<file path="src/pfp_map.vh">
// constants of the pulse fuse programming block: offsets, fields, resets, times
`ifndef PFP_MAP_VH
`define PFP_MAP_VH

// register byte offsets on the axi4-lite slave
`define PFP_OFF_STATUS      4'h0
`define PFP_OFF_CTRL        4'h4
`define PFP_OFF_FUSE        4'h8
`define PFP_OFF_PARAM       4'hC

// ctrl register fields and reset value
`define PFP_CTRL_EN_BIT     0
`define PFP_CTRL_RESET      32'h0000_0001

// status register field positions
`define PFP_ST_STATE_LSB    0
`define PFP_ST_KEY_LSB      4
`define PFP_ST_CODE_LSB     8
`define PFP_ST_LOCK_BIT     16
`define PFP_ST_HIGH_BIT     17
`define PFP_ST_MID_BIT      18

// fuse and param register field positions
`define PFP_SENS_LSB        0
`define PFP_QUIES_LSB       8
`define PFP_LOCK_FUSE_BIT   16

// register keys and code limits
`define PFP_KEY_SENS        3'h1
`define PFP_KEY_QUIES       3'h2
`define PFP_KEY_MAX         3'h7
`define PFP_SENS_MAX        6'h3F
`define PFP_QUIES_MAX       6'h20
`define PFP_LOCK_CODE       6'h20

// axi responses
`define PFP_RESP_OKAY       2'h0
`define PFP_RESP_SLVERR     2'h2

// timing: clock in mhz, pulse times in microseconds
`define PFP_CLK_MHZ         250
`define PFP_HIGH_WIDTH_US   30
`define PFP_MID_WIDTH_US    15
`define PFP_BURN_TIME_US    30
`define PFP_HIGH_CYC        (`PFP_HIGH_WIDTH_US * `PFP_CLK_MHZ)
`define PFP_MID_CYC         (`PFP_MID_WIDTH_US * `PFP_CLK_MHZ)
`define PFP_BURN_CYC        (`PFP_BURN_TIME_US * `PFP_CLK_MHZ)

`endif

</file>
<file path="src/pfp_prog_logic.v">
// pulse-driven fuse programming logic of a linear sensor, with axi4-lite status port
//
// Implementation choices: the AXI4-Lite interface to the registers and the register addresses.
`timescale 1ns/1ps
`include "pfp_map.vh"

// What this block does
// - mid pulses in selection count as key; key 1 sensitivity, key 2 quiescent plus lock.
// - after selecting key 1 or 2, the next high pulse enters bit-field addressing; with any other key it returns to init.
// - in addressing each mid pulse falling edge adds one to code, saturating at max.
// - the current code drives the internal dac input in binary.
// - addressed value takes effect at once; only blown fuses make it permanent.
// - lsb is bit 0, equal to code 1 and key 1.
// - a blown fuse stays set forever; nothing clears it.
// - at power-up every unblown location returns to its initial zero value.
// - after power-up the initial state ignores mid pulses; one high pulse starts selection.
// - in addressing a further high pulse blows the addressed fuse; then power cycle needed.
// - sensitivity codes run from 0 to 63, six bits.
// - key 2 code 32 is the lock bit; once blown all programming is blocked.
module pfp_prog_logic #(
  parameter HIGH_CYC = `PFP_HIGH_CYC,
  parameter MID_CYC  = `PFP_MID_CYC,
  parameter BURN_CYC = `PFP_BURN_CYC,
  parameter CODE_W   = 6
) (
  input  wire              clk_sys_i,
  input  wire              rst_i,
  input  wire              ce_i,
  // level comparators on the sensor output pin
  input  wire              prog_high_level_i,
  input  wire              prog_mid_level_i,
  // fuse array state, read back from the fuses themselves
  input  wire [CODE_W-1:0] fuse_sens_i,
  input  wire [CODE_W-1:0] fuse_quies_i,
  input  wire              fuse_lock_i,
  // burn request to the fuse array
  output reg               fuse_burn_o,
  output reg  [2:0]        fuse_burn_key_o,
  output reg  [CODE_W-1:0] fuse_burn_bits_o,
  // dac code and effective parameters
  output reg  [CODE_W-1:0] dac_code_o,
  output reg  [CODE_W-1:0] sens_param_o,
  output reg  [CODE_W-1:0] quiescent_output_param_o,
  // axi4-lite slave
  input  wire [3:0]        s_axi_awaddr,
  input  wire              s_axi_awvalid,
  output wire              s_axi_awready,
  input  wire [31:0]       s_axi_wdata,
  input  wire [3:0]        s_axi_wstrb,
  input  wire              s_axi_wvalid,
  output wire              s_axi_wready,
  output reg  [1:0]        s_axi_bresp,
  output reg               s_axi_bvalid,
  input  wire              s_axi_bready,
  input  wire [3:0]        s_axi_araddr,
  input  wire              s_axi_arvalid,
  output wire              s_axi_arready,
  output reg  [31:0]       s_axi_rdata,
  output reg  [1:0]        s_axi_rresp,
  output reg               s_axi_rvalid,
  input  wire              s_axi_rready
);

  // programming states
  localparam ST_INIT   = 2'h0;
  localparam ST_SELECT = 2'h1;
  localparam ST_ADDR   = 2'h2;
  localparam ST_DONE   = 2'h3;

  // pin level classes
  localparam LV_LOW  = 2'h0;
  localparam LV_MID  = 2'h1;
  localparam LV_HIGH = 2'h2;

  localparam CNT_W = 16;
  localparam [CNT_W-1:0] HIGH_Q = HIGH_CYC[CNT_W-1:0];
  localparam [CNT_W-1:0] MID_Q  = MID_CYC[CNT_W-1:0];
  localparam [CNT_W-1:0] BURN_Q = BURN_CYC[CNT_W-1:0];
  localparam [CNT_W-1:0] CNT_SAT = {CNT_W{1'b1}};
  localparam [31:0]      CTRL_RST = `PFP_CTRL_RESET;  // sliced to the one enable bit

  // map an address to a register slot; 3'h4 means unmapped
  function [2:0] reg_slot;
    input [3:0] addr;
    begin
      case (addr)
        `PFP_OFF_STATUS: reg_slot = 3'h0;
        `PFP_OFF_CTRL:   reg_slot = 3'h1;
        `PFP_OFF_FUSE:   reg_slot = 3'h2;
        `PFP_OFF_PARAM:  reg_slot = 3'h3;
        default:         reg_slot = 3'h4;
      endcase
    end
  endfunction

  // highest code a register key accepts
  function [CODE_W-1:0] key_max;
    input [2:0] key;
    begin
      key_max = (key == `PFP_KEY_SENS) ? `PFP_SENS_MAX : `PFP_QUIES_MAX;
    end
  endfunction

  reg [1:0]        state;
  reg [2:0]        key;
  reg [CODE_W-1:0] code;
  reg [1:0]        level;
  reg [CNT_W-1:0]  lvl_cnt;
  reg              saw_high;
  reg              ctrl_en;
  reg              high_ev;
  reg              mid_ev;
  reg              burn_ok;
  reg [1:0]        next_level;

  ////////////////////////////////////////////////////////////////////////////
  // pulse decoding

  // classify the pin; high comparator wins since a high pulse passes mid
  always @* begin
    if (prog_high_level_i)
      next_level = LV_HIGH;
    else if (prog_mid_level_i)
      next_level = LV_MID;
    else
      next_level = LV_LOW;
  end

  // dwell counter per level; events fire on the falling edge of a held level
  always @(posedge clk_sys_i or posedge rst_i) begin
    if (rst_i) begin
      level    <= LV_LOW;
      lvl_cnt  <= {CNT_W{1'b0}};
      saw_high <= 1'b0;
      high_ev  <= 1'b0;
      mid_ev   <= 1'b0;
      burn_ok  <= 1'b0;
    end else if (ce_i) begin
      high_ev <= 1'b0;
      mid_ev  <= 1'b0;
      level   <= next_level;
      if (next_level != level) begin
        lvl_cnt <= {CNT_W{1'b0}};
        // a high level counts only once held long enough
        if (level == LV_HIGH && lvl_cnt >= HIGH_Q) begin
          high_ev <= 1'b1;
          burn_ok <= (lvl_cnt >= BURN_Q);
        end
        // mid counted on its fall to low, unless part of a high pulse
        if (level == LV_MID && next_level == LV_LOW && !saw_high && lvl_cnt >= MID_Q)
          mid_ev <= 1'b1;
      end else if (lvl_cnt != CNT_SAT) begin
        lvl_cnt <= lvl_cnt + 1'b1;
      end
      // the high flag spans a whole pulse, from first rise to return to low
      if (next_level == LV_HIGH)
        saw_high <= 1'b1;
      else if (next_level == LV_LOW)
        saw_high <= 1'b0;
    end
  end

  ////////////////////////////////////////////////////////////////////////////
  // programming state machine

  // rst_i stands for the supply cycle: trial code and key return to zero
  always @(posedge clk_sys_i or posedge rst_i) begin
    if (rst_i) begin
      state            <= ST_INIT;
      key              <= 3'h0;
      code             <= {CODE_W{1'b0}};
      fuse_burn_o      <= 1'b0;
      fuse_burn_key_o  <= 3'h0;
      fuse_burn_bits_o <= {CODE_W{1'b0}};
    end else if (ce_i) begin
      fuse_burn_o <= 1'b0;
      // a blown lock fuse or a software disable freezes all programming
      if (!fuse_lock_i && ctrl_en) begin
        case (state)
          ST_INIT: begin
            // mid pulses are ignored here
            if (high_ev)
              state <= ST_SELECT;
          end
          ST_SELECT: begin
            if (mid_ev && key != `PFP_KEY_MAX)
              key <= key + 3'h1;
            if (high_ev) begin
              if (key == `PFP_KEY_SENS || key == `PFP_KEY_QUIES)
                state <= ST_ADDR;
              else begin
                state <= ST_INIT;
                key   <= 3'h0;
              end
            end
          end
          ST_ADDR: begin
            if (mid_ev && code != key_max(key))
              code <= code + 1'b1;
            if (high_ev && burn_ok) begin
              fuse_burn_o      <= 1'b1;
              fuse_burn_key_o  <= key;
              fuse_burn_bits_o <= code;
              state            <= ST_DONE;
            end
          end
          ST_DONE: state <= ST_DONE;
          default: state <= ST_INIT;
        endcase
      end
    end
  end

  ////////////////////////////////////////////////////////////////////////////
  // parameter outputs

  // trial code ors onto blown fuses; fuses are never masked, so blown bits hold
  always @(posedge clk_sys_i or posedge rst_i) begin
    if (rst_i) begin
      dac_code_o               <= {CODE_W{1'b0}};
      sens_param_o             <= {CODE_W{1'b0}};
      quiescent_output_param_o <= {CODE_W{1'b0}};
    end else if (ce_i) begin
      dac_code_o   <= code;
      sens_param_o <= fuse_sens_i |
                      ((state != ST_INIT && key == `PFP_KEY_SENS) ? code : {CODE_W{1'b0}});
      // the lock code is not a quiescent value, so it never reaches that dac
      quiescent_output_param_o <= fuse_quies_i |
                      ((state != ST_INIT && key == `PFP_KEY_QUIES && code != `PFP_LOCK_CODE)
                       ? code : {CODE_W{1'b0}});
    end
  end

  ////////////////////////////////////////////////////////////////////////////
  // axi4-lite slave

  reg        aw_held;
  reg [3:0]  aw_addr;
  reg        w_held;
  reg [31:0] w_data;
  reg [3:0]  w_strb;
  wire       wr_fire;
  reg [31:0] rd_word;

  // write address and data are each taken once into a holding stage; read address is not held; no new ones while a reply waits
  assign s_axi_awready = !aw_held && !s_axi_bvalid;
  assign s_axi_wready  = !w_held && !s_axi_bvalid;
  assign s_axi_arready = !s_axi_rvalid;
  assign wr_fire       = aw_held && w_held && !s_axi_bvalid;

  // address and data may arrive in either order
  always @(posedge clk_sys_i or posedge rst_i) begin
    if (rst_i) begin
      aw_held     <= 1'b0;
      aw_addr     <= 4'h0;
      w_held      <= 1'b0;
      w_data      <= 32'h0000_0000;
      w_strb      <= 4'h0;
      s_axi_bvalid <= 1'b0;
      s_axi_bresp <= `PFP_RESP_OKAY;
      ctrl_en     <= CTRL_RST[`PFP_CTRL_EN_BIT];
    end else if (ce_i) begin
      if (s_axi_awvalid && s_axi_awready) begin
        aw_held <= 1'b1;
        aw_addr <= s_axi_awaddr;
      end
      if (s_axi_wvalid && s_axi_wready) begin
        w_held <= 1'b1;
        w_data <= s_axi_wdata;
        w_strb <= s_axi_wstrb;
      end
      if (wr_fire) begin
        aw_held      <= 1'b0;
        w_held       <= 1'b0;
        s_axi_bvalid <= 1'b1;
        // only ctrl is writable; other mapped words ignore writes
        s_axi_bresp <= (reg_slot(aw_addr) == 3'h4) ? `PFP_RESP_SLVERR : `PFP_RESP_OKAY;
        if (reg_slot(aw_addr) == 3'h1 && w_strb[0])
          ctrl_en <= w_data[`PFP_CTRL_EN_BIT];
      end else if (s_axi_bvalid && s_axi_bready) begin
        s_axi_bvalid <= 1'b0;
      end
    end
  end

  // read mux of the block's own state
  always @* begin
    rd_word = 32'h0000_0000;
    case (reg_slot(s_axi_araddr))
      3'h0: begin
        rd_word[`PFP_ST_STATE_LSB +: 2]    = state;
        rd_word[`PFP_ST_KEY_LSB +: 3]      = key;
        rd_word[`PFP_ST_CODE_LSB +: CODE_W] = code;
        rd_word[`PFP_ST_LOCK_BIT]          = fuse_lock_i;
        rd_word[`PFP_ST_HIGH_BIT]          = (level == LV_HIGH);
        rd_word[`PFP_ST_MID_BIT]           = (level == LV_MID);
      end
      3'h1: rd_word[`PFP_CTRL_EN_BIT] = ctrl_en;
      3'h2: begin
        rd_word[`PFP_SENS_LSB +: CODE_W]  = fuse_sens_i;
        rd_word[`PFP_QUIES_LSB +: CODE_W] = fuse_quies_i;
        rd_word[`PFP_LOCK_FUSE_BIT]       = fuse_lock_i;
      end
      3'h3: begin
        rd_word[`PFP_SENS_LSB +: CODE_W]  = sens_param_o;
        rd_word[`PFP_QUIES_LSB +: CODE_W] = quiescent_output_param_o;
      end
      default: rd_word = 32'h0000_0000;
    endcase
  end

  // read answer one cycle after the address is taken
  always @(posedge clk_sys_i or posedge rst_i) begin
    if (rst_i) begin
      s_axi_rvalid <= 1'b0;
      s_axi_rdata  <= 32'h0000_0000;
      s_axi_rresp  <= `PFP_RESP_OKAY;
    end else if (ce_i) begin
      if (s_axi_arvalid && s_axi_arready) begin
        s_axi_rvalid <= 1'b1;
        s_axi_rdata  <= rd_word;
        s_axi_rresp <= (reg_slot(s_axi_araddr) == 3'h4) ? `PFP_RESP_SLVERR : `PFP_RESP_OKAY;
      end else if (s_axi_rvalid && s_axi_rready) begin
        s_axi_rvalid <= 1'b0;
      end
    end
  end

endmodule // pfp_prog_logic

</file>
<file path="config.mk">
export PLATFORM = sky130hd
export DESIGN_NAME = pfp_prog_logic
export DESIGN_NICKNAME = d
export VERILOG_FILES = /design/src/pfp_prog_logic.v
export VERILOG_INCLUDE_DIRS = /design/src
export SDC_FILE = /design/constraint.sdc
export NUM_CORES = 1
export LEC_CHECK = 0
export ABC_AREA = 1
export BUFFER_PORTS_ARGS = -buffer_cell sky130_fd_sc_hd__clkbuf_2
export CELL_PAD_IN_SITES_DETAIL_PLACEMENT = 1
export CELL_PAD_IN_SITES_GLOBAL_PLACEMENT = 1
export CORE_ASPECT_RATIO = 0.9
export CORE_MARGIN = 2
export CORE_UTILIZATION = 41
export DETAILED_ROUTE_END_ITERATION = 10
export PLACE_DENSITY = 0.85
export SLEW_MARGIN = 0
export SYNTH_ARGS = -nofsm -noshare
export SYNTH_HDL_FRONTEND = slang
export SYNTH_SLANG_ARGS = --single-unit
export TNS_END_PERCENT = 20
</file>
<file path="constraint.sdc">
create_clock -name clk_sys_i -period 6.4 [get_ports clk_sys_i]
set_input_delay 0.96 -clock clk_sys_i [delete_from_list [all_inputs] [get_ports clk_sys_i]]
set_output_delay 0.96 -clock clk_sys_i [all_outputs]
set_load 0.01 [all_outputs]
</file>
==> flow_results.xml, run 1 <==
<?xml version="1.0" encoding="UTF-8"?>
<metrics>
  <group name="worst_setup_path">
    <metric name="worstSetupStartpointType" unit="">input port</metric>
    <metric name="critPathLaunch" unit="">ce_i</metric>
    <metric name="critPathMaxStageDelay" unit="ps">730</metric>
    <metric name="cpLargestDelayFamily" unit="">buffers and inverters</metric>
    <metric name="end_kind" unit="">register</metric>
    <metric name="critPathSlowestCell" unit="">nand3_1</metric>
    <metric name="critical_path.reg2reg.startpoint" unit="">s_axi_rvalid</metric>
    <metric name="worst-path-max-fanout" unit="">23</metric>
    <metric name="number_of_buffers_and_inverters_on_the_critical_path" unit="">2</metric>
    <metric name="cp_data_arrival_time" unit="ps">3160</metric>
    <metric name="cp.required" unit="ps">6660</metric>
    <metric name="crit_type" unit="">in2reg</metric>
    <metric name="critical_path.cell_chain" unit="">clkbuf_2 &gt; nand3_1 &gt; inv_1 &gt; nand2_1 &gt; o21ai_0</metric>
  </group>
  <group name="clocking">
    <metric name="worstSkewPairLatency" unit="ps">340</metric>
    <metric name="h_tree_level_count" unit="">3</metric>
    <metric name="root_buffer" unit="">clkbuf_16</metric>
    <metric name="cts_repair_resize_count" unit="">0</metric>
    <metric name="cts_buffers" unit="">9</metric>
    <metric name="clock_tree.buffer_depth" unit="">2</metric>
    <metric name="cts.sink_count" unit="">90</metric>
    <metric name="cts.reportedPaths.clkPinSlew" unit="ps">70</metric>
    <metric name="cts_post_setup_buffers_inserted" unit="">0</metric>
    <metric name="cts.hold.buffers_added" unit="">0</metric>
    <metric name="tritoncts" unit="">done</metric>
  </group>
  <group name="power">
    <metric name="power.ir.vdd_worst" unit="V">0.000191</metric>
    <metric name="swShare" unit="%">29.1</metric>
    <metric name="power_frac_comb" unit="%">15.2</metric>
    <metric name="clock_power_share" unit="%">36.2</metric>
    <metric name="power" unit="µW">1380</metric>
    <metric name="internal_power" unit="µW">980</metric>
    <metric name="pwr_density_cell" unit="nW/µm²">251</metric>
    <metric name="total_leakage_power" unit="µW">0.00282</metric>
    <metric name="power_switching" unit="µW">401</metric>
    <metric name="seqPwrFrac" unit="%">48.7</metric>
  </group>
  <group name="sta">
    <metric name="max_slew_margin" unit="%">38.4</metric>
    <metric name="setup_viol" unit="">0</metric>
    <metric name="unrepaired_setup_endpoints_after_global_routing" unit="">no</metric>
    <metric name="max_slew.worst_pin.slew" unit="ps">914</metric>
    <metric name="slew_viol_final" unit="">0</metric>
    <metric name="fin_crit_sh" unit="%">45.4</metric>
    <metric name="final_critical_path_setup_slack" unit="ps">3490</metric>
    <metric name="max_clock_freq" unit="MHz">344</metric>
    <metric name="min_period" unit="ps">2910</metric>
    <metric name="final_hold_viol_count" unit="">0</metric>
    <metric name="setup_total_negative_slack" unit="ps">0</metric>
    <metric name="timing.clock.skew" unit="ps">7.48</metric>
  </group>
  <group name="run">
    <metric name="timing.max_cap.violations" unit="">0</metric>
  </group>
  <group name="global_route">
    <metric name="pin_count_of_the_biggest_net_entering_global_routing" unit="">71</metric>
    <metric name="antenna_found_initial" unit="">0</metric>
    <metric name="first_global_vias" unit="">4409</metric>
    <metric name="global_route.overflow_total" unit="">0</metric>
    <metric name="track_usage" unit="%">22.1</metric>
    <metric name="grt_pass1_wl" unit="µm">22100</metric>
  </group>
  <group name="detailed_routing">
    <metric name="drt-pass1-iter-count" unit="">4</metric>
    <metric name="detail_route.wirelength" unit="µm">13300</metric>
    <metric name="viasPerCell" unit="">5.17</metric>
    <metric name="drt_drc_violations_left" unit="">0</metric>
    <metric name="route.vias.total" unit="">4283</metric>
    <metric name="routed_wire_length_per_instance" unit="µm">16.0</metric>
    <metric name="antenna_violating_nets_post_route" unit="">0</metric>
    <metric name="first_iter_violations" unit="">242</metric>
  </group>
  <group name="floorplan">
    <metric name="fp.dieArea" unit="µm²">12500</metric>
    <metric name="design.core.area" unit="µm²">11400</metric>
    <metric name="core.rowCount" unit="">37</metric>
    <metric name="die-height" unit="µm">106</metric>
    <metric name="initial_cell_density_of_the_core" unit="%">41.8</metric>
    <metric name="top_level_ports" unit="">136</metric>
    <metric name="die_width" unit="µm">118</metric>
  </group>
  <group name="placement">
    <metric name="globalplace.congestion" unit="">0.847</metric>
    <metric name="numPlacedInstances" unit="">813</metric>
    <metric name="numPortBuffers" unit="">83</metric>
    <metric name="dp_hpwl" unit="µm">9870</metric>
    <metric name="pre_cts_slack" unit="ps">3130</metric>
  </group>
  <group name="synth">
    <metric name="synth.yosys.warnings" unit="">0</metric>
    <metric name="synth.avg_cell_area" unit="µm²">8.06</metric>
    <metric name="synth_area" unit="µm²">4770</metric>
    <metric name="syn-instance-count" unit="">591</metric>
    <metric name="synth_enable_flop_cells" unit="">0</metric>
    <metric name="synth.ff_latch_count" unit="">90</metric>
    <metric name="synth_flop_cell" unit="">dfrtp_1</metric>
    <metric name="synth_seq_area_share" unit="%">47.3</metric>
    <metric name="async_reset_ff_share" unit="%">100</metric>
    <metric name="ys_types" unit="">39</metric>
  </group>
  <group name="final_layout">
    <metric name="mostFrequentLayoutCell" unit="">nand2_1</metric>
    <metric name="num_antenna_cells" unit="">0</metric>
    <metric name="areaGrowthSynthToFinish" unit="%">15.4</metric>
    <metric name="layout_common_cells" unit="">195 x nand2_1, 89 x dfrtp_1, 83 x clkbuf_2</metric>
    <metric name="share_of_final_layout_standard_cells_stronger_than_drive_strength_1" unit="%">19.3</metric>
    <metric name="filler_cell_count" unit="">1447</metric>
    <metric name="finalNetCount" unit="">743</metric>
    <metric name="instances_no_fill" unit="">829</metric>
    <metric name="post-route-util" unit="%">48.3</metric>
  </group>
  <group name="worst_hold_path">
    <metric name="hp-start" unit="">dac_code_o[4]</metric>
    <metric name="hold_path_class" unit="">reg2reg</metric>
  </group>
  <group name="status">
    <metric name="outcome" unit="">complete, no violations</metric>
  </group>
</metrics>
==> final timing paths <==
kind                                       to  slack [ps]  cells past startpoint
max in group asynchronous  fuse_burn_key_o[2]        4610                      3
min in group asynchronous          lvl_cnt[1]         570                      2
min reg2reg                     dac_code_o[4]         480                      2
min                             dac_code_o[4]         480                      2
max                           s_axi_rdata[17]        3490                      5
max reg2reg                   s_axi_rdata[17]        4300                      5
==> cells in the mapped netlist (8+ instances only) <==
cell | count | area [µm²]
nand3_1 | 35 | 175
clkbuf_1 | 8 | 30.0
a21oi_1 | 8 | 40.0
inv_1 | 54 | 203
xor2_1 | 12 | 105
nor2_1 | 40 | 150
nand2_1 | 195 | 732
buf_4 | 20 | 150
nand4_1 | 11 | 68.8
dfrtp_1 | 89 | 2230
ha_1 | 8 | 100
o221ai_1 | 15 | 131
o21ai_0 | 20 | 100
o21ai_1 | 19 | 95.1
==> registers in the layout, indices dropped and copies added, names as in the netlist, 2 cells and up <==
signal / flops
lvl_cnt: 16
s_axi_rdata: 16
code: 6
dac_code_o: 6
fuse_burn_bits_o: 6
quiescent_output_param_o: 6
sens_param_o: 6
aw_addr: 4
fuse_burn_key_o: 3
key: 3
level: 2
state: 2
==> per-stage QoR <==
| step | instance area (µm²) | hold WS, ps |
|---|---|---|
| after floorplan | 4830 | 442 |
| after detailed placement | 5230 | 462 |
| after global routing | 5500 | 493 |
| final | 5500 | 477 |
| after CTS | 5500 | 479 |
| after global placement | 5230 | 460 |
==> final cells by class <==
type	instances	area (µm²)	share of cell area (%)
repair buffers	84	423	7.69
well taps	156	195	3.55
clock inverters	5	30.0	0.546
flip-flops and latches	90	2250	41.0
multi-input cells	425	2140	38.9
clock buffers	11	243	4.41
inverters	58	219	3.98
==> cells by family after synthesis <==
kind of cell / synth area share [%]
AOI/OAI and AO/OA: 10.7
xor gates and xnor gates: 2.21
adders and majority gates: 2.10
buffers and inverters: 9.21
DFF: 47.3
muxes: 0.945
other: 0.0787
and+or+nand+nor: 27.5
==> power groups by stage <==
stage	combinational [µW]	clock (µW)	sequential [µW]
floorplan	131	0	683
global placement	202	0	677
detailed placement	213	0	681
CTS	215	511	672
global route	239	536	679
finish	210	500	672
==> worst register-to-register path, stage by stage, from the launching register on <==
cell	delay, ps
dfrtp_1	390
inv_1	80
nand3_1	550
inv_1	640
nand2_1	160
o21ai_0	200
==> per-layer routing <==
layer  wire, µm  vias to the layer above  track usage, %
li1           -                     2035               -
met1       6000                     2108            29.9
met2       6350                      124            35.5
met3        765                       16            5.79
met4        188                        0            5.59
met5          0                        -               0
Note: power is estimated with default switching activity, not from simulation.
==> run 2, diff against run 1 <==
--- a/config.mk
+++ b/config.mk
@@ -12,9 +12,9 @@
 export CELL_PAD_IN_SITES_GLOBAL_PLACEMENT = 1
 export CORE_ASPECT_RATIO = 0.9
 export CORE_MARGIN = 2
-export CORE_UTILIZATION = 41
+export CORE_UTILIZATION = 34
 export DETAILED_ROUTE_END_ITERATION = 10
-export PLACE_DENSITY = 0.85
+export PLACE_DENSITY = 0.75
 export SLEW_MARGIN = 0
 export SYNTH_ARGS = -nofsm -noshare
 export SYNTH_HDL_FRONTEND = slang
==> constraint.sdc (replaced) <==
create_clock -name clk_sys_i -period 2.65 [get_ports clk_sys_i]
set_input_delay 0.3975 -clock clk_sys_i [delete_from_list [all_inputs] [get_ports clk_sys_i]]
set_output_delay 0.3975 -clock clk_sys_i [all_outputs]
set_load 0.01 [all_outputs]
==> run 2 against run 1 <==
Net effect: via count is 0.33% lower; total power grew to 2.5 times the previous value; clock skew barely moved; non-clock buffer count grew 7; sequential power grew 140%; worst setup slack lost 2700 ps; critical path depth increased by 6; utilization decreased by 7.8 points; global-route usage fell by 2.6 points; critical endpoint is now code[2]; largest cell class unchanged.
==> flow_results.xml, run 2 (synthesized netlist as in run 1, its figures left out) <==
<?xml version="1.0" encoding="UTF-8"?>
<metrics>
  <group name="status">
    <metric name="outcome" unit="">complete, no violations</metric>
  </group>
  <group name="floorplan">
    <metric name="design.core.area" unit="µm²">13900</metric>
    <metric name="fp.dieArea" unit="µm²">15000</metric>
    <metric name="die_width" unit="µm">129</metric>
    <metric name="die-height" unit="µm">116</metric>
    <metric name="initial_cell_density_of_the_core" unit="%">34.4</metric>
    <metric name="core.rowCount" unit="">41</metric>
    <metric name="top_level_ports" unit="">136</metric>
  </group>
  <group name="detailed_routing">
    <metric name="routed_length_on_met1" unit="µm">6480</metric>
    <metric name="routed_wire_length_per_instance" unit="µm">16.2</metric>
    <metric name="antenna_violating_nets_post_route" unit="">0</metric>
    <metric name="met3_length" unit="µm">653</metric>
    <metric name="met2_wirelength" unit="µm">6440</metric>
    <metric name="drt-pass1-iter-count" unit="">4</metric>
    <metric name="first_iter_violations" unit="">234</metric>
    <metric name="detail_route.wirelength" unit="µm">13800</metric>
    <metric name="drt_drc_violations_left" unit="">0</metric>
    <metric name="dr.max_layer_used" unit="">met4</metric>
    <metric name="route.vias.total" unit="">4269</metric>
    <metric name="viasPerCell" unit="">5.02</metric>
  </group>
  <group name="final_layout">
    <metric name="num_antenna_cells" unit="">0</metric>
    <metric name="finalNetCount" unit="">750</metric>
    <metric name="share_of_final_layout_standard_cells_stronger_than_drive_strength_1" unit="%">19.9</metric>
    <metric name="layout_common_cells" unit="">195 x nand2_1, 89 x dfrtp_1, 83 x clkbuf_2</metric>
    <metric name="areaGrowthSynthToFinish" unit="%">17.7</metric>
    <metric name="mostFrequentLayoutCell" unit="">nand2_1</metric>
    <metric name="top_regs" unit="">lvl_cnt x16, s_axi_rdata x16</metric>
  </group>
  <group name="clocking">
    <metric name="cts_post_setup_buffers_inserted" unit="">0</metric>
    <metric name="root_buffer" unit="">clkbuf_16</metric>
    <metric name="cts_buffers" unit="">9</metric>
    <metric name="h_tree_level_count" unit="">3</metric>
    <metric name="clock_tree.buffer_depth" unit="">2</metric>
    <metric name="cts.sink_count" unit="">90</metric>
    <metric name="worstSkewPairLatency" unit="ps">360</metric>
    <metric name="tritoncts" unit="">done</metric>
    <metric name="cts.reportedPaths.clkPinSlew" unit="ps">70</metric>
    <metric name="cts_repair_resize_count" unit="">0</metric>
    <metric name="cts.hold.buffers_added" unit="">0</metric>
  </group>
  <group name="sta">
    <metric name="min_period" unit="ps">1900</metric>
    <metric name="unrepaired_setup_endpoints_after_global_routing" unit="">no</metric>
    <metric name="setup_viol" unit="">0</metric>
    <metric name="timing.clock.skew" unit="ps">7.04</metric>
    <metric name="max_slew_margin" unit="%">38.5</metric>
    <metric name="slew_viol_final" unit="">0</metric>
    <metric name="fin_crit_sh" unit="%">71.7</metric>
    <metric name="final_hold_viol_count" unit="">0</metric>
    <metric name="setup_total_negative_slack" unit="ps">0</metric>
    <metric name="max_slew.worst_pin.slew" unit="ps">913</metric>
    <metric name="max_clock_freq" unit="MHz">526</metric>
  </group>
  <group name="worst_setup_path">
    <metric name="worst-path-max-fanout" unit="">7</metric>
    <metric name="end_kind" unit="">register</metric>
    <metric name="crit_type" unit="">reg2reg</metric>
    <metric name="cp_data_arrival_time" unit="ps">2140</metric>
    <metric name="cp.required" unit="ps">2890</metric>
    <metric name="worstSetupStartpointType" unit="">register</metric>
  </group>
  <group name="placement">
    <metric name="numPortBuffers" unit="">83</metric>
    <metric name="dp_hpwl" unit="µm">10300</metric>
    <metric name="globalplace.congestion" unit="">0.844</metric>
  </group>
  <group name="run">
    <metric name="timing.max_cap.violations" unit="">0</metric>
  </group>
  <group name="power">
    <metric name="pwr_density_cell" unit="nW/µm²">617</metric>
    <metric name="power.ir.vdd_worst" unit="V">0.000341</metric>
    <metric name="power" unit="µW">3460</metric>
    <metric name="total_leakage_power" unit="µW">0.00287</metric>
  </group>
  <group name="worst_hold_path">
    <metric name="hold_path_class" unit="">in2async</metric>
  </group>
  <group name="global_route">
    <metric name="pin_count_of_the_biggest_net_entering_global_routing" unit="">31</metric>
    <metric name="first_global_vias" unit="">4459</metric>
    <metric name="track_usage" unit="%">19.5</metric>
    <metric name="global_route.overflow_total" unit="">0</metric>
    <metric name="antenna_found_initial" unit="">0</metric>
    <metric name="grt_pass1_wl" unit="µm">22700</metric>
  </group>
</metrics>
==> run 2: critical path, cell delays in order (launching register included) <==
cell and delay, ps:
dfrtp_1 410, inv_1 170, ha_1 220, inv_1 50, nor2_1 200, nor3_1 70
nand2_1 70, nand2_1 60, nand2_1 190, nand2_1 190, nand2_1 110, nand2_1 60
==> run 2: area by class of cell <==
type,count,area [µm²]
Inverter,58,221
Clock inverter,2,37.5
Fill cell,1739,8240
Tap cell,172,215
Timing Repair Buffer,91,488
Multi-Input combinational cell,425,2140
Clock buffer,12,256
Sequential cell,90,2250
==> run 2: final timing paths <==
check                                       end  slack (ps)  depth (start not counted)            start
min in group clk_sys_i               aw_addr[1]         270                          2  s_axi_awaddr[1]
max in group asynchronous        s_axi_rdata[9]        1820                          3            rst_i
worst min-delay path                 lvl_cnt[5]         130                          2            rst_i
worst min register to register  s_axi_rdata[11]         480                          2  s_axi_rdata[11]
worst max register to register          code[2]         750                         11           key[1]
worst max-delay path                    code[2]         750                         11           key[1]
==> run 2: power breakdown <==
group / internal, µW / leakage [µW] / total (µW) / switching (µW)
registers: 1520 / 0.00117 / 1620 / 99.0
logic: 197 / 0.00156 / 523 / 326
clock network: 773 / 0.000141 / 1320 / 544
total: 2490 / 0.00287 / 3460 / 969
==> run 2: through the flow <==
step           util (%)  hold slack (ps)  cell area (µm²)  setup WS (ps)  cells
2_1_floorplan         -              442             4830           1180    608
3_3_place_gp       38.4              459             5320            838    836
3_5_place_dp       38.4              466             5320            772    836
4_1_cts            40.5              146             5610            743    850
5_1_grt            40.5              179             5610            561    850
6_report           40.5              133             5610            749    850
==> run 2: layer usage <==
layer	vias up	GRT usage [%]
met4	0	6.59
li1	2048	-
met5	-	0
met1	2116	25.7
met3	11	4.63
met2	94	31.6
==> run 3, diff against run 2 <==
--- a/config.mk
+++ b/config.mk
@@ -6,15 +6,15 @@
 export SDC_FILE = /design/constraint.sdc
 export NUM_CORES = 1
 export LEC_CHECK = 0
-export ABC_AREA = 1
+export ABC_AREA = 0
 export BUFFER_PORTS_ARGS = -buffer_cell sky130_fd_sc_hd__clkbuf_2
 export CELL_PAD_IN_SITES_DETAIL_PLACEMENT = 1
 export CELL_PAD_IN_SITES_GLOBAL_PLACEMENT = 1
 export CORE_ASPECT_RATIO = 0.9
 export CORE_MARGIN = 2
-export CORE_UTILIZATION = 34
+export CORE_UTILIZATION = 39
 export DETAILED_ROUTE_END_ITERATION = 10
-export PLACE_DENSITY = 0.75
+export PLACE_DENSITY = 0.79
 export SLEW_MARGIN = 0
 export SYNTH_ARGS = -nofsm -noshare
 export SYNTH_HDL_FRONTEND = slang
==> constraint.sdc (replaced) <==
create_clock -name clk_sys_i -period 1.8 [get_ports clk_sys_i]
set_input_delay 0.27 -clock clk_sys_i [delete_from_list [all_inputs] [get_ports clk_sys_i]]
set_output_delay 0.27 -clock clk_sys_i [all_outputs]
set_load 0.01 [all_outputs]
==> run 3 against run 2 <==
Net effect: the run now ends with negative setup slack left; largest power group unchanged; worst setup slack got worse by 760 ps; count of clock-buffer cells in the layout is 2 lower; critical endpoint is now lvl_cnt[12]; non-clock buffer count rose by 45.
==> flow_results.xml, run 3 <==
<?xml version="1.0" encoding="UTF-8"?>
<metrics>
  <group name="clocking">
    <metric name="h_tree_level_count" unit="">3</metric>
    <metric name="worstSkewPairLatency" unit="ps">340</metric>
    <metric name="clock_tree.buffer_depth" unit="">2</metric>
    <metric name="cts.reportedPaths.clkPinSlew" unit="ps">60</metric>
    <metric name="tritoncts" unit="">done</metric>
    <metric name="cts.sink_count" unit="">90</metric>
    <metric name="cts.hold.buffers_added" unit="">0</metric>
    <metric name="cts_buffers" unit="">9</metric>
    <metric name="root_buffer" unit="">clkbuf_16</metric>
  </group>
  <group name="final_layout">
    <metric name="share_of_final_layout_standard_cells_stronger_than_drive_strength_1" unit="%">36.2</metric>
    <metric name="instances_no_fill" unit="">742</metric>
    <metric name="finalNetCount" unit="">656</metric>
    <metric name="top_regs" unit="">lvl_cnt x16, s_axi_rdata x16</metric>
    <metric name="layout_common_cells" unit="">87 x dfrtp_1, 83 x clkbuf_2, 49 x buf_4</metric>
    <metric name="areaGrowthSynthToFinish" unit="%">28.0</metric>
    <metric name="num_antenna_cells" unit="">0</metric>
    <metric name="post-route-util" unit="%">51.4</metric>
    <metric name="mostFrequentLayoutCell" unit="">dfrtp_1</metric>
    <metric name="filler_cell_count" unit="">1340</metric>
  </group>
  <group name="worst_hold_path">
    <metric name="hold_path_class" unit="">in2async</metric>
  </group>
  <group name="sta">
    <metric name="final.hold.worst_slack" unit="ps">8.65</metric>
    <metric name="final_critical_path_setup_slack" unit="ps">-5.62</metric>
    <metric name="max_slew.worst_pin.slew" unit="ps">513</metric>
    <metric name="fin_crit_sh" unit="%">100</metric>
    <metric name="max_slew_margin" unit="%">65.5</metric>
    <metric name="final_hold_viol_count" unit="">0</metric>
    <metric name="setup_viol" unit="">1</metric>
    <metric name="slew_viol_final" unit="">0</metric>
    <metric name="min_period" unit="ps">1810</metric>
    <metric name="max_clock_freq" unit="MHz">554</metric>
    <metric name="unrepaired_setup_endpoints_after_global_routing" unit="">yes</metric>
    <metric name="timing.clock.skew" unit="ps">5.04</metric>
  </group>
  <group name="floorplan">
    <metric name="core.rowCount" unit="">37</metric>
    <metric name="die_width" unit="µm">119</metric>
    <metric name="fp.dieArea" unit="µm²">12700</metric>
    <metric name="initial_cell_density_of_the_core" unit="%">40.2</metric>
    <metric name="top_level_ports" unit="">136</metric>
    <metric name="die-height" unit="µm">107</metric>
    <metric name="design.core.area" unit="µm²">11500</metric>
  </group>
  <group name="placement">
    <metric name="numPortBuffers" unit="">83</metric>
    <metric name="dp_hpwl" unit="µm">9760</metric>
    <metric name="globalplace.congestion" unit="">0.840</metric>
    <metric name="numPlacedInstances" unit="">725</metric>
  </group>
  <group name="power">
    <metric name="total_leakage_power" unit="µW">0.00283</metric>
    <metric name="swShare" unit="%">27.4</metric>
    <metric name="power.ir.vdd_worst" unit="V">0.000646</metric>
    <metric name="clock_power_share" unit="%">37.7</metric>
    <metric name="internal_power" unit="µW">3690</metric>
    <metric name="power_frac_comb" unit="%">15.3</metric>
    <metric name="pwr_density_cell" unit="nW/µm²">861</metric>
    <metric name="seqPwrFrac" unit="%">47.0</metric>
    <metric name="power_switching" unit="µW">1400</metric>
  </group>
  <group name="synth">
    <metric name="syn-instance-count" unit="">457</metric>
    <metric name="synth_enable_flop_cells" unit="">0</metric>
    <metric name="synth_seq_area_share" unit="%">48.9</metric>
    <metric name="ys_types" unit="">58</metric>
    <metric name="most_repeated_cell_in_the_gate_level_netlist_after_synthesis" unit="">dfrtp_1</metric>
    <metric name="synth.avg_cell_area" unit="µm²">10.1</metric>
    <metric name="synth_top_cells_by_area" unit="">dfrtp_1 48%, mux2_2 7.8%, a21oi_1 4.0%</metric>
    <metric name="synthDominantAreaCellType" unit="">dfrtp_1</metric>
    <metric name="async_reset_ff_share" unit="%">100</metric>
    <metric name="synth.yosys.warnings" unit="">0</metric>
    <metric name="synth.ff_latch_count" unit="">90</metric>
    <metric name="synth_flop_cell" unit="">dfrtp_1</metric>
    <metric name="synth_area" unit="µm²">4610</metric>
    <metric name="synth.top_cells.by_count" unit="">89 x dfrtp_1, 42 x nand2_1, 37 x a21oi_1, 36 x nor2_1, 32 x mux2_2</metric>
    <metric name="yosysTopAreaCellShare" unit="%">48.3</metric>
  </group>
  <group name="detailed_routing">
    <metric name="route.vias.total" unit="">3993</metric>
    <metric name="routed_wire_length_per_instance" unit="µm">18.4</metric>
    <metric name="detail_route.wirelength" unit="µm">13600</metric>
    <metric name="antenna_violating_nets_post_route" unit="">0</metric>
    <metric name="drt-pass1-iter-count" unit="">5</metric>
    <metric name="viasPerCell" unit="">5.38</metric>
    <metric name="first_iter_violations" unit="">175</metric>
    <metric name="drt_drc_violations_left" unit="">0</metric>
  </group>
  <group name="worst_setup_path">
    <metric name="worstSetupStartpointType" unit="">register</metric>
    <metric name="end_kind" unit="">register</metric>
    <metric name="worst-path-max-fanout" unit="">6</metric>
    <metric name="crit_type" unit="">reg2reg</metric>
    <metric name="cp.required" unit="ps">2070</metric>
    <metric name="cp_data_arrival_time" unit="ps">2080</metric>
  </group>
  <group name="status">
    <metric name="outcome" unit="">finished, violations left</metric>
    <metric name="failed_checks" unit="">negative setup slack</metric>
  </group>
  <group name="global_route">
    <metric name="track_usage" unit="%">22.5</metric>
    <metric name="antenna_found_initial" unit="">0</metric>
    <metric name="grt_pass1_wl" unit="µm">22400</metric>
    <metric name="first_global_vias" unit="">4293</metric>
    <metric name="global_route.overflow_total" unit="">0</metric>
    <metric name="pin_count_of_the_biggest_net_entering_global_routing" unit="">67</metric>
  </group>
  <group name="run">
    <metric name="timing.max_cap.violations" unit="">0</metric>
  </group>
</metrics>
-- run 3: final cells by class --
type | count | area, µm² | share of cell area (%)
clock buffer | 10 | 239 | 4.05
multi-input combinational | 325 | 2230 | 37.7
tap | 156 | 195 | 3.31
inverter | 19 | 75.1 | 1.27
clock inverter | 6 | 66.3 | 1.12
sequential | 90 | 2260 | 38.2
timing repair buffer | 136 | 846 | 14.3
-- run 3: final timing paths --
path | startpoint | endpoint | slack (ps) | depth (start not counted)
max | lvl_cnt[0] | lvl_cnt[12] | -6 | 5
min | rst_i | level[1] | 9 | 3
min in group clk_sys_i | s_axi_awaddr[1] | aw_addr[1] | 170 | 2
min reg2reg | s_axi_rdata[13] | s_axi_rdata[13] | 480 | 2
max reg2reg | lvl_cnt[0] | lvl_cnt[12] | -6 | 5
max in group asynchronous | rst_i | ctrl_en | 1450 | 3
-- run 3: kinds of logic after synthesis --
family	synth area share [%]
AND/OR/NAND/NOR	17.1
adder cells (fa/ha/maj)	2.17
other	0.0813
XOR/XNOR	0.760
flip-flops	48.9
AO/OA/AOI/OAI	13.6
multiplexers	10.9
buffers and inverters	6.51
-- run 3: timing repair --
item,4_1_cts,5_1_grt
resized for setup,6,20
pin swaps,1,7
setup endpoints to repair,10,29
buffers inserted,0,1
-- run 3: metal layers --
| metal | vias up | routed length (µm) | track usage, % | part of all wire (%) |
|---|---|---|---|---|
| met5 | - | 0 | 0 | 0 |
| met4 | 0 | 215 | 7.14 | 1.6 |
| met3 | 18 | 801 | 4.89 | 5.9 |
| met2 | 137 | 6800 | 38.2 | 50 |
| met1 | 1994 | 5800 | 28.7 | 43 |
| li1 | 1844 | - | - | - |
-- run 3: through the flow --
step	TNS, ps	setup WS, ps	power (µW)	cell area (µm²)
finish	-5.62	-5.62	5090	5900
global route	-575	-85.1	5320	5900
CTS	-149	-58.8	5120	5800
detailed placement	-27.5	-10.5	3200	5480
global placement	0	41.7	3140	5480
floorplan	0	3.71	2870	4680
-- run 3: critical path, cell delays in order (launching register included) --
cell and delay, ps:
dfrtp_1 350, ha_2 190, nand4_1 210, or3_4 430, or4_1 410, a21oi_1 150
-- run 3: power groups by stage --
stage	sequential, µW	clock, µW	combinational [µW]
floorplan	2410	0	464
global placement	2410	0	735
detailed placement	2430	0	774
CTS	2390	1940	785
global route	2420	2040	868
finish	2390	1920	778
